## config.mk

```make
export PLATFORM = sky130hd
export DESIGN_NAME = serial_flash_spi_front_end
export DESIGN_NICKNAME = d
export VERILOG_FILES = /design/src/core/flash_front_pkg.sv /design/src/core/pin_if.sv /design/src/core/pin_sync.sv /design/src/core/serial_flash_spi_front_end.sv
export VERILOG_INCLUDE_DIRS = /design/src /design/src/core
export SDC_FILE = /design/constraint.sdc
export NUM_CORES = 1
export LEC_CHECK = 0
export BUFFER_PORTS_ARGS = -buffer_cell sky130_fd_sc_hd__buf_2
export CAP_MARGIN = 20
export CORE_ASPECT_RATIO = 1.75
export CORE_MARGIN = 10
export CORE_UTILIZATION = 40
export CTS_CLUSTER_SIZE = 10
export DETAILED_ROUTE_END_ITERATION = 10
export HOLD_SLACK_MARGIN = 0.02
export SYNTH_ARGS = -nofsm -noshare
export SYNTH_HDL_FRONTEND = slang
export SYNTH_HIERARCHICAL = 1
export SYNTH_SLANG_ARGS = --single-unit
```

## constraint.sdc

```tcl
create_clock -name mclk -period 4.9 [get_ports mclk]
set_input_delay 1.47 -clock mclk [delete_from_list [all_inputs] [get_ports mclk]]
set_output_delay 1.47 -clock mclk [all_outputs]
set_load 0.05 [all_outputs]
```

## src/core/flash_front_cfg.svh

```systemverilog
`ifndef FLASH_FRONT_CFG_SVH
`define FLASH_FRONT_CFG_SVH

// ==========================================================
// Opcodes
`define OP_READ_SLOW 8'h03
`define OP_READ_FAST 8'h0B
`define OP_DUAL_OUTPUT_READ 8'h3B
`define OP_DUAL_ADDRESS_READ 8'hBB
`define OP_QUAD_OUTPUT_READ 8'h6B
`define OP_QUAD_ADDRESS_READ 8'hEB
`define OP_STATUS_READ 8'h05
`define OP_STATUS1_READ 8'h35
`define OP_ID_READ 8'h9F
`define OP_WRITE_ENABLE 8'h06
`define OP_WRITE_DISABLE 8'h04
`define OP_VOLATILE_ENABLE 8'h50
`define OP_STATUS_WRITE 8'h01
`define OP_PAGE_PROGRAM 8'h02
`define OP_SECTOR_ERASE 8'h20
`define OP_BLOCK32_ERASE 8'h52
`define OP_BLOCK64_ERASE 8'hD8
`define OP_CHIP_ERASE_A 8'h60
`define OP_CHIP_ERASE_B 8'hC7
`define OP_SUSPEND_A 8'h75
`define OP_SUSPEND_B 8'hB0
`define OP_RESUME_A 8'h7A
`define OP_RESUME_B 8'h30
`define OP_POWER_DOWN 8'hB9
`define OP_RESET_ENABLE 8'h66
`define OP_RESET 8'h99

// ==========================================================
// Frame layout and address map
`define ADDR_BYTES 4'h3
`define MIN_BYTES_BARE 4'h1
`define MIN_BYTES_STATUS_WRITE 4'h2
`define MIN_BYTES_ERASE 4'h4
`define MIN_BYTES_PROGRAM 4'h5
`define SECTOR_MASK 24'h000FFF
`define BLOCK32_MASK 24'h007FFF
`define BLOCK64_MASK 24'h00FFFF
`define BYTE_BITS 4'h8

`endif

```

## src/core/flash_front_pkg.sv

```systemverilog
`include "flash_front_cfg.svh"

package flash_front_pkg;

	// ==========================================================
	// Types
	typedef enum logic [6:0] {
		ST_IDLE = 7'h01,
		ST_OPCODE = 7'h02,
		ST_ADDR = 7'h04,
		ST_DUMMY = 7'h08,
		ST_DATA_OUT = 7'h10,
		ST_DATA_IN = 7'h20,
		ST_STANDBY = 7'h40
	} state_t;

	typedef enum logic [1:0] {
		CLS_UNKNOWN = 2'h0,
		CLS_READ = 2'h1,
		CLS_WRITE = 2'h2
	} cmd_class_t;

	typedef enum logic [2:0] {
		ERASE_NONE = 3'h0,
		ERASE_SECTOR = 3'h1,
		ERASE_BLOCK32 = 3'h2,
		ERASE_BLOCK64 = 3'h3,
		ERASE_CHIP = 3'h4
	} erase_kind_t;

	typedef struct packed {
		cmd_class_t cls;
		logic [2:0] addr_w;
		logic [2:0] out_w;
		logic has_addr;
		logic dummy;
		logic quad;
		logic array;
		logic [3:0] min_bytes;
	} cmd_info_t;

	// ==========================================================
	// Opcode decode
	function automatic cmd_info_t decode(input logic [7:0] op);
		cmd_info_t i;
		i = '{CLS_UNKNOWN, 3'h1, 3'h1, 1'b0, 1'b0, 1'b0, 1'b0, `MIN_BYTES_BARE};
		case (op)
			`OP_READ_SLOW: i = '{CLS_READ, 3'h1, 3'h1, 1'b1, 1'b0, 1'b0, 1'b1, 4'h0};
			`OP_READ_FAST: i = '{CLS_READ, 3'h1, 3'h1, 1'b1, 1'b1, 1'b0, 1'b1, 4'h0};
			`OP_DUAL_OUTPUT_READ: i = '{CLS_READ, 3'h1, 3'h2, 1'b1, 1'b1, 1'b0, 1'b1, 4'h0};
			`OP_DUAL_ADDRESS_READ: i = '{CLS_READ, 3'h2, 3'h2, 1'b1, 1'b1, 1'b0, 1'b1, 4'h0};
			`OP_QUAD_OUTPUT_READ: i = '{CLS_READ, 3'h1, 3'h4, 1'b1, 1'b1, 1'b1, 1'b1, 4'h0};
			`OP_QUAD_ADDRESS_READ: i = '{CLS_READ, 3'h4, 3'h4, 1'b1, 1'b1, 1'b1, 1'b1, 4'h0};
			`OP_STATUS_READ, `OP_STATUS1_READ, `OP_ID_READ:
				i = '{CLS_READ, 3'h1, 3'h1, 1'b0, 1'b0, 1'b0, 1'b0, 4'h0};
			`OP_WRITE_ENABLE, `OP_WRITE_DISABLE, `OP_VOLATILE_ENABLE, `OP_SUSPEND_A, `OP_SUSPEND_B,
			`OP_RESUME_A, `OP_RESUME_B, `OP_POWER_DOWN, `OP_RESET_ENABLE, `OP_RESET:
				i = '{CLS_WRITE, 3'h1, 3'h1, 1'b0, 1'b0, 1'b0, 1'b0, `MIN_BYTES_BARE};
			`OP_STATUS_WRITE: i = '{CLS_WRITE, 3'h1, 3'h1, 1'b0, 1'b0, 1'b0, 1'b0, `MIN_BYTES_STATUS_WRITE};
			`OP_PAGE_PROGRAM: i = '{CLS_WRITE, 3'h1, 3'h1, 1'b1, 1'b0, 1'b0, 1'b1, `MIN_BYTES_PROGRAM};
			`OP_SECTOR_ERASE, `OP_BLOCK32_ERASE, `OP_BLOCK64_ERASE:
				i = '{CLS_WRITE, 3'h1, 3'h1, 1'b1, 1'b0, 1'b0, 1'b1, `MIN_BYTES_ERASE};
			`OP_CHIP_ERASE_A, `OP_CHIP_ERASE_B:
				i = '{CLS_WRITE, 3'h1, 3'h1, 1'b0, 1'b0, 1'b0, 1'b1, `MIN_BYTES_BARE};
			default: i.cls = CLS_UNKNOWN;
		endcase
		return i;
	endfunction : decode

endpackage : flash_front_pkg

```

## src/core/pin_if.sv

```systemverilog
`timescale 1ns/1ps
`default_nettype none

interface pin_if;
	logic sclk;
	logic sclk_rise;
	logic sclk_fall;
	logic cs_low;
	logic cs_fall;
	logic cs_rise;
	logic [3:0] lanes;

	modport src (output sclk, sclk_rise, sclk_fall, cs_low, cs_fall, cs_rise, lanes);
	modport dst (input sclk, sclk_rise, sclk_fall, cs_low, cs_fall, cs_rise, lanes);
endinterface : pin_if

`default_nettype wire

```

## src/core/pin_sync.sv

```systemverilog
`timescale 1ns/1ps
`default_nettype none

module pin_sync (
	// Clock and reset
	input wire logic mclk,
	input wire logic reset_n,
	// Raw pins
	input wire logic sclk_pin,
	input wire logic cs_n_pin,
	input wire logic [3:0] lane_pin,
	// Synchronised view
	pin_if.src pins
);

	// ==========================================================
	// Two-flop synchronisers, plus one stage for edge detection
	logic [5:0] meta;
	logic [5:0] sync;
	logic [1:0] last;

	always_ff @(posedge mclk or negedge reset_n) begin
		if (!reset_n) begin
			meta <= 6'h03;
			sync <= 6'h03;
			last <= 2'h3;
		end else begin
			meta <= {lane_pin, cs_n_pin, sclk_pin};
			sync <= meta;
			last <= sync[1:0];
		end
	end

	// Edges compare the second and third stages, never the first
	assign pins.sclk = sync[0];
	assign pins.sclk_rise = sync[0] && !last[0];
	assign pins.sclk_fall = !sync[0] && last[0];
	assign pins.cs_low = !sync[1];
	assign pins.cs_fall = !sync[1] && last[1];
	assign pins.cs_rise = sync[1] && !last[1];
	assign pins.lanes = sync[5:2];

endmodule : pin_sync

`default_nettype wire

```

## src/core/serial_flash_spi_front_end.sv

```systemverilog
// Contract
// - Erase by sector, 32K/64K block, whole chip
// - Unknown opcode: standby until chip select rises
// - Standby keeps data output undriven
// - Valid command stays active until select rises
// - Sample on clock rise, drive on fall
// - Reads stream data; host may stop anytime
// - Write-type commands need byte-aligned select rise
// - Busy device ignores array access attempts
// - Standard mode: clock, select, in, out
// - Dual reads use two bidirectional lanes
// - Quad reads use four lanes incl. pause
// - Quad commands need quad enable bit
// - Pause stalls serial link, not internal work
// - Pause starts on pause low, clock low
// - Pause ends on pause high, clock low
// - Output undriven while pause pin low
// - Input ignored while paused
// - Select rise during pause resets interface
// - No pause during quad transfers
// - Dual output: even bits lane0, odd lane1
`timescale 1ns/1ps
`default_nettype none
`include "flash_front_cfg.svh"

module serial_flash_spi_front_end #(
	parameter logic [23:0] ARRAY_LAST = 24'h03FFFF
) (
	// Clock and reset
	input wire logic mclk,
	input wire logic reset_n,
	// Serial pins; lane3 doubles as pause
	input wire logic sclk,
	input wire logic cs_n,
	input wire logic [3:0] lane_in,
	output logic [3:0] lane_out,
	output logic [3:0] lane_oe,
	// Device core status
	input wire logic busy,
	input wire logic quad_enable_bit,
	// Read data path
	output logic rd_req,
	output logic [23:0] rd_addr,
	input wire logic [7:0] rd_data,
	// Write data and command commit
	output logic wr_byte_valid,
	output logic [7:0] wr_byte,
	output logic cmd_strobe,
	output logic [7:0] cmd_opcode,
	output logic [23:0] cmd_addr,
	output flash_front_pkg::erase_kind_t erase_kind,
	output logic [23:0] erase_first,
	output logic [23:0] erase_last,
	output logic in_standby
);
	import flash_front_pkg::*;

	pin_if pins();

	pin_sync u_sync (
		.mclk(mclk),
		.reset_n(reset_n),
		.sclk_pin(sclk),
		.cs_n_pin(cs_n),
		.lane_pin(lane_in),
		.pins(pins)
	);

	// ==========================================================
	// State
	state_t state;
	state_t next_state;
	cmd_info_t info;
	logic [3:0] bit_cnt;
	logic [3:0] byte_cnt;
	logic [7:0] in_sr;
	logic [23:0] addr;
	logic paused;
	logic [7:0] out_sr;
	logic [3:0] out_cnt;

	// ==========================================================
	// Input sampling
	wire addr_phase = (state == ST_ADDR) || (state == ST_DUMMY);
	wire [2:0] w_in = addr_phase ? info.addr_w : 3'h1;
	wire receiving = (state == ST_OPCODE) || addr_phase || (state == ST_DATA_IN);
	wire take_bit = pins.sclk_rise && pins.cs_low && !paused && receiving;
	wire [7:0] shifted = (w_in == 3'h4) ? {in_sr[3:0], pins.lanes} :
		(w_in == 3'h2) ? {in_sr[5:0], pins.lanes[1:0]} : {in_sr[6:0], pins.lanes[0]};
	wire [3:0] next_bit_cnt = bit_cnt + {1'b0, w_in};
	wire byte_done = take_bit && (next_bit_cnt == `BYTE_BITS);
	wire cmd_info_t dec = decode(shifted);

	// Rejections at opcode time
	wire quad_refused = dec.quad && !quad_enable_bit;
	wire busy_refused = dec.array && busy && (dec.cls == CLS_READ);
	wire opcode_bad = (dec.cls == CLS_UNKNOWN) || quad_refused || busy_refused;

	// ==========================================================
	// Pause handling
	// Lane3 is the pause pin unless a quad transfer owns it
	wire quad_xfer = info.quad && (addr_phase || (state == ST_DATA_OUT));
	wire pause_pin_low = !pins.lanes[3] && !quad_xfer;
	wire next_paused = pins.cs_low && !quad_xfer &&
		(paused ? !(pins.lanes[3] && !pins.sclk) : (!pins.lanes[3] && !pins.sclk));

	// ==========================================================
	// Next state
	always_comb begin
		next_state = state;
		if (pins.cs_rise) begin
			next_state = ST_IDLE;
		end else if (pins.cs_fall) begin
			next_state = ST_OPCODE;
		end else if (byte_done) begin
			unique case (state)
				ST_OPCODE: begin
					if (opcode_bad) begin
						next_state = ST_STANDBY;
					end else if (dec.cls == CLS_WRITE) begin
						next_state = ST_DATA_IN;
					end else if (dec.has_addr) begin
						next_state = ST_ADDR;
					end else begin
						next_state = ST_DATA_OUT;
					end
				end
				ST_ADDR: begin
					if (byte_cnt == `ADDR_BYTES) begin
						next_state = info.dummy ? ST_DUMMY : ST_DATA_OUT;
					end
				end
				ST_DUMMY: next_state = ST_DATA_OUT;
				ST_IDLE, ST_DATA_OUT, ST_DATA_IN, ST_STANDBY: next_state = state;
			endcase
		end
	end

	always_ff @(posedge mclk or negedge reset_n) begin
		if (!reset_n) begin
			state <= ST_IDLE;
			paused <= 1'b0;
		end else begin
			state <= next_state;
			paused <= next_paused;
		end
	end

	// ==========================================================
	// Opcode, counters, address
	wire addr_byte = byte_done && (byte_cnt != 4'h0) && (byte_cnt <= `ADDR_BYTES) &&
		(state == ST_ADDR || (state == ST_DATA_IN && info.has_addr));

	always_ff @(posedge mclk or negedge reset_n) begin
		if (!reset_n) begin
			bit_cnt <= 4'h0;
			byte_cnt <= 4'h0;
			in_sr <= 8'h00;
			info <= '0;
			cmd_opcode <= 8'h00;
		end else if (pins.cs_fall) begin
			bit_cnt <= 4'h0;
			byte_cnt <= 4'h0;
		end else if (take_bit) begin
			in_sr <= shifted;
			bit_cnt <= byte_done ? 4'h0 : next_bit_cnt;
			if (byte_done && byte_cnt != 4'hF) begin
				byte_cnt <= byte_cnt + 4'h1;
			end
			if (byte_done && state == ST_OPCODE) begin
				info <= dec;
				cmd_opcode <= shifted;
			end
		end
	end

	always_ff @(posedge mclk or negedge reset_n) begin
		if (!reset_n) begin
			addr <= 24'h000000;
		end else if (pins.cs_fall) begin
			addr <= 24'h000000;
		end else if (addr_byte) begin
			addr <= {addr[15:0], shifted};
		end
	end

	// ==========================================================
	// Read data out
	wire enter_out = (next_state == ST_DATA_OUT) && (state != ST_DATA_OUT);
	wire out_fire = pins.sclk_fall && pins.cs_low && !paused && (state == ST_DATA_OUT);
	wire [7:0] word = (out_cnt == 4'h0) ? rd_data : out_sr;
	wire [3:0] out_base = (out_cnt == 4'h0) ? `BYTE_BITS : out_cnt;
	wire [3:0] next_out_cnt = out_base - {1'b0, info.out_w};
	wire [7:0] next_out_sr = (info.out_w == 3'h4) ? {word[3:0], 4'h0} :
		(info.out_w == 3'h2) ? {word[5:0], 2'h0} : {word[6:0], 1'b0};
	// Lane order: quad puts bit 7 on lane3; dual puts odd bits on lane1
	wire [3:0] next_lane_out = (info.out_w == 3'h4) ? word[7:4] :
		(info.out_w == 3'h2) ? {2'h0, word[7], word[6]} : {2'h0, word[7], 1'b0};
	wire [3:0] width_mask = (info.out_w == 3'h4) ? 4'hF : (info.out_w == 3'h2) ? 4'h3 : 4'h2;
	// Output is dropped as soon as the pause pin falls, before the pause itself begins
	wire drive = (state == ST_DATA_OUT) && pins.cs_low && !paused && !pause_pin_low;
	wire [3:0] next_lane_oe = drive ? width_mask : 4'h0;
	wire refill = out_fire && (next_out_cnt == 4'h0);

	always_ff @(posedge mclk or negedge reset_n) begin
		if (!reset_n) begin
			out_sr <= 8'h00;
			out_cnt <= 4'h0;
			lane_out <= 4'h0;
		end else if (enter_out) begin
			out_cnt <= 4'h0;
		end else if (out_fire) begin
			out_sr <= next_out_sr;
			out_cnt <= next_out_cnt;
			lane_out <= next_lane_out;
		end
	end

	always_ff @(posedge mclk or negedge reset_n) begin
		if (!reset_n) begin
			lane_oe <= 4'h0;
			in_standby <= 1'b0;
		end else begin
			lane_oe <= next_lane_oe;
			in_standby <= (next_state == ST_STANDBY);
		end
	end

	// Next byte is requested as the last bits of the previous one shift out, so it has one serial clock period to arrive
	always_ff @(posedge mclk or negedge reset_n) begin
		if (!reset_n) begin
			rd_req <= 1'b0;
			rd_addr <= 24'h000000;
		end else begin
			rd_req <= enter_out || refill;
			if (enter_out) begin
				rd_addr <= (state == ST_ADDR) ? {addr[15:0], shifted} : addr;
			end else if (refill) begin
				rd_addr <= rd_addr + 24'h000001;
			end
		end
	end

	// ==========================================================
	// Write-type commands and commit
	wire data_byte = byte_done && (state == ST_DATA_IN) &&
		(byte_cnt > (info.has_addr ? `ADDR_BYTES : 4'h0));
	wire aligned = (bit_cnt == 4'h0) && (byte_cnt >= info.min_bytes);
	wire commit = pins.cs_rise && (state == ST_DATA_IN) && aligned && !paused &&
		!(info.array && busy);

	erase_kind_t next_kind;
	logic [23:0] kind_mask;

	always_comb begin
		next_kind = ERASE_NONE;
		kind_mask = 24'h000000;
		unique case (cmd_opcode)
			`OP_SECTOR_ERASE: begin
				next_kind = ERASE_SECTOR;
				kind_mask = `SECTOR_MASK;
			end
			`OP_BLOCK32_ERASE: begin
				next_kind = ERASE_BLOCK32;
				kind_mask = `BLOCK32_MASK;
			end
			`OP_BLOCK64_ERASE: begin
				next_kind = ERASE_BLOCK64;
				kind_mask = `BLOCK64_MASK;
			end
			`OP_CHIP_ERASE_A, `OP_CHIP_ERASE_B: begin
				next_kind = ERASE_CHIP;
				kind_mask = ARRAY_LAST;
			end
			default: next_kind = ERASE_NONE;
		endcase
	end

	wire [23:0] range_first = (next_kind == ERASE_CHIP) ? 24'h000000 : (addr & ~kind_mask);

	always_ff @(posedge mclk or negedge reset_n) begin
		if (!reset_n) begin
			wr_byte_valid <= 1'b0;
			wr_byte <= 8'h00;
		end else begin
			wr_byte_valid <= data_byte;
			if (data_byte) begin
				wr_byte <= shifted;
			end
		end
	end

	always_ff @(posedge mclk or negedge reset_n) begin
		if (!reset_n) begin
			cmd_strobe <= 1'b0;
			cmd_addr <= 24'h000000;
			erase_kind <= ERASE_NONE;
			erase_first <= 24'h000000;
			erase_last <= 24'h000000;
		end else begin
			cmd_strobe <= commit;
			if (commit) begin
				cmd_addr <= addr;
				erase_kind <= next_kind;
				erase_first <= range_first;
				erase_last <= range_first | kind_mask;
			end
		end
	end

endmodule : serial_flash_spi_front_end

`default_nettype wire

```

==> results.md <==
* Max cap viols at 0
* Final Wtd Congestion at 0.8670
* Skew-Pair Late Insertion Delay at approximately 520 ps
* Die Y at ~230 um
* Peak supply drop at 0.2307 mV
* Hold Crit Endpoint: u_sync/sync[5]
* Internal power at 2.735 mW
* CTS clock-pin slew for the worst setup and hold paths at ~60 ps
* Combinational power share at roughly 6.8%
* FF-to-FF setup slack at between 400 and 500 ps
* Sw Ratio at 23.75%
* Max Slew Vio Count at 0
* DIE AREA at around 0.032 mm^2
* Period Utilization, post-route at 91.67%
* Effective utilization at floorplan at 40.89%
* Vias per std cell at 5.478
* Layout area overhead at 16.44%
* CTS buffer count at 24
* Instance count of the mapped netlist at between 1000 and 1500
* Reg2Reg Launch Point: state[6]
* Gr ovfl total at 0
* H-tree levels at 1
* Clock share of power at between 40% and 50%
* Final setup fails at 0
* CP top delay family: simple AND/OR/NAND/NOR gates
* EDFF count, synth at 0
* Row count at between 70 and 80
* Reg power frac at between 40% and 50%
* Synth warn at 6
* Worst Max-Slew Pin Slew at ~980 ps
* Setup Total Neg Slack at 0 ps
* Seq/Total Area, Yosys at 50.59%
* Root Driver: clkbuf_16
* Initial antenna violation count at 0
* DR pass1 iterations at 5
* Vias at approximately 8100
* Post-synth ARST share at between 90% and 100%
* Number of global-route vias before repair at around 8300
* Die W at around 140 um
* CP startpoint kind: flop
* Reg2reg end: rd_addr[7]
* Min Tclk post-route at 4492 ps
* Critical Path End Type: flop
* Dpl ws at 269.8 ps
* Number of synthesized register bits at 204
* Clk_skew at about 19 ps
* Met3 Wirelength at about 1100 um
* Worst Path Max Fanout at 25
* Sw power at about 850 uW
* Synthesized area per cell at ~9.8 um^2
* R2r worst-path depth at 14
* Type of the most critical hold path: flop to flop
* Hold-fix buffers, CTS at 0
* CTS Sinks at approximately 200
* PD cells at a little over 300 mW/mm^2
* Detailed-routed wire length on met2 at 16740 um
* Status: complete, no violations
* Crit path kind: flop to flop
* Slowest CP cell: or3_1
* Area of the core at 0.02472 mm^2
* # DRC at 0
* Max layer used: met4
* Share of post-route cells with drive strength above 1 at between 20% and 30%
* Arr. time, crit path at around 4900 ps
* Unrepaired setup endpoints after global routing: false
* Leak Pwr at 5.583 nW
* HPWL Detailed at 22130 um
* Req. time, crit path at ~5300 ps
* M1 wire length at roughly 11000 um
* Routed length per instance at between 20 and 25 um
* Cell accounting for the most synthesized area: dfrtp_1
* Mapped cell area at slightly above 0.01 mm^2
* Global-route wire length before repair at about 48000 um
* Hold wc startpoint: u_sync/meta[5]
* Input/output buffers at between 100 and 150
* CTS tree: done
* Total Routing Usage GR at about 18%
* Power Total at 3.586 mW
* PnR worst setup slack at 408.0 ps
* Hold path depth at 0
* ANT nets after route at 0
* Layout Nets at ~1200
* Library cells used by synthesis at between 80 and 90
* I/O pin count at 145
* 1st-iter DRT viols at approximately 550
* Crit-path cells: or3_1 -> nor3_2 -> and2_1 -> ha_1 -> nand2_1 -> or4_1 -> a31oi_1 -> nor4b_2 -> buf_4 -> and3_1 -> a211oi_1 -> nand2_4 -> nor2_8 -> mux2i_1
* Post-synth top area share at about 50%
* Ys flop type: dfrtp_1
* Max stage delay on crit path at between 500 and 600 ps
* Pin count of the biggest net entering global routing at 102
* Clock Path Buffers at 3
* Post-Route WL at between 20000 and 30000 um
* Worst path bufs/invs at 1
* Hold Fails Final Rpt at 0
* WHS at around 350 ps
* Synth Net Count at ~1100
* Max Clk Rate at between 200 and 250 MHz
* Relative slew slack at ~34%
* Area contributors post-synth: dfrtp_1 49%, nand2_1 8.2%, mux2i_1 4.9%
* Diodes inserted at 0
flip-flops by register name (all words and copies together), names as in the netlist, 2 cells and up:
| name | flops |
|---|---|
| byte_cnt | 4 |
| erase_first | 18 |
| wr_byte | 8 |
| info | 12 |
| u_sync/meta | 6 |
| u_sync/last | 2 |
| out_cnt | 4 |
| out_sr | 7 |
| rd_addr | 24 |
| in_sr | 7 |
| state | 7 |
| erase_kind | 3 |
| cmd_opcode | 8 |
| addr | 24 |
| lane_out | 4 |
| cmd_addr | 24 |
| u_sync/sync | 6 |
| erase_last | 24 |
| lane_oe | 3 |
| bit_cnt | 4 |
cell usage after synthesis (4+ instances only):
master and number:
o41ai_1 4, a21oi_1 42, xnor2_1 17, inv_1 24
nor4_1 9, and4_1 5, o31ai_1 6, and3_1 8
o21ai_0 45, or3_1 11, dfrtp_1 197, a2111oi_0 4
nor2_1 49, dfstp_2 7, xor2_1 11, nor2b_1 7
buf_4 13, nand4_1 18, a22o_1 15, mux2_2 9
buf_2 8, o22a_1 20, o211ai_1 5, nand3_1 36
nand2_1 220, o21a_1 6, mux2i_1 49, clkbuf_1 43
and2_1 4, nand2b_1 8, a31oi_1 7, nor3_1 14
or4_1 5, ha_1 14, a21o_1 4, o22ai_1 12
kinds of logic (layout without fill, tap and decap cells):
kind of cell / after synthesis / in the layout / synth area share (%)
AOI/OAI and AO/OA: 211 / 211 / 15.22
xor gates and xnor gates: 29 / 29 / 2.587
adders and majority gates: 15 / 15 / 1.931
buffers and inverters: 96 / 230 / 4.567
DFF: 204 / 204 / 50.59
muxes: 58 / 58 / 5.855
and+or+nand+nor: 414 / 414 / 19.25
power groups by stage:
stage          sequential, mW  clock [mW]  combinational, mW
2_1_floorplan            1.75           0              0.137
3_3_place_gp             1.76           0              0.241
3_5_place_dp             1.76           0              0.241
4_1_cts                  1.73        1.66              0.242
5_1_grt                  1.73        1.74              0.267
6_report                 1.73        1.61              0.242
metal layers:
layer  vias up  track usage, %
met5         -               0
met3        55           2.724
met2       175           34.60
li1       3877               -
met1      3962           19.17
met4         0           7.642
repair_timing:
item / 4_1_cts / 5_1_grt
resized for setup: 0 / 1
endpoints found under the setup margin: 0 / 19
buffers inserted: 0 / 0
how the worst max path moves through the flow:
stage / slack [ps] / start / depth (start not counted) / end
6_report: 410 / state[6] / 14 / rd_addr[7]
5_1_grt: 130 / state[6] / 14 / rd_addr[10]
4_1_cts: 240 / state[6] / 14 / rd_addr[7]
3_5_place_dp: 270 / state[6] / 14 / rd_addr[7]
3_3_place_gp: 420 / state[6] / 14 / rd_addr[17]
2_1_floorplan: 1070 / state[6] / 15 / rd_addr[6]
through the flow:
stage                     std cells  utilization [%]  cell area (um^2)
final                          1473            47.61             11770
after global routing           1473            47.61             11770
after CTS                      1473            47.59             11770
after detailed placement       1438            44.82             11080
after global placement         1438            44.82             11080
after floorplan                1027                -             10110
layout by cell type (no fill, tap or decap), types with 5 or more instances in the layout:
master | Yosys | final
or3_1 | 11 | 11
o31ai_1 | 6 | 6
dfstp_2 | 7 | 7
and4_1 | 5 | 5
nor3_1 | 14 | 13
clkbuf_16 | 0 | 25
o22ai_1 | 12 | 12
o21a_1 | 6 | 6
clkbuf_1 | 43 | 8
ha_1 | 14 | 14
mux2_2 | 9 | 9
buf_2 | 8 | 143
nor4_1 | 9 | 8
o21ai_0 | 45 | 45
xnor2_1 | 17 | 17
inv_1 | 24 | 24
xor2_1 | 11 | 11
nor2_1 | 49 | 49
and3_1 | 8 | 8
nand2_1 | 220 | 220
a21oi_1 | 42 | 42
nand2b_1 | 8 | 8
nand3_1 | 36 | 36
o211ai_1 | 5 | 5
o22a_1 | 20 | 20
mux2i_1 | 49 | 49
buf_4 | 13 | 25
or4_1 | 5 | 5
nand4_1 | 18 | 18
a31oi_1 | 7 | 7
a22o_1 | 15 | 15
nor2b_1 | 7 | 6
dfrtp_1 | 197 | 197
layout make-up:
type                       instances  area, um^2
multi-input combinational        727        4552
inverter                          25       93.84
sequential                       204        5114
clock buffer                      35       683.2
fill                            2435       12950
timing repair buffer             170       937.1
tap                              312       390.4
Note: power is estimated with default switching activity, not from simulation.
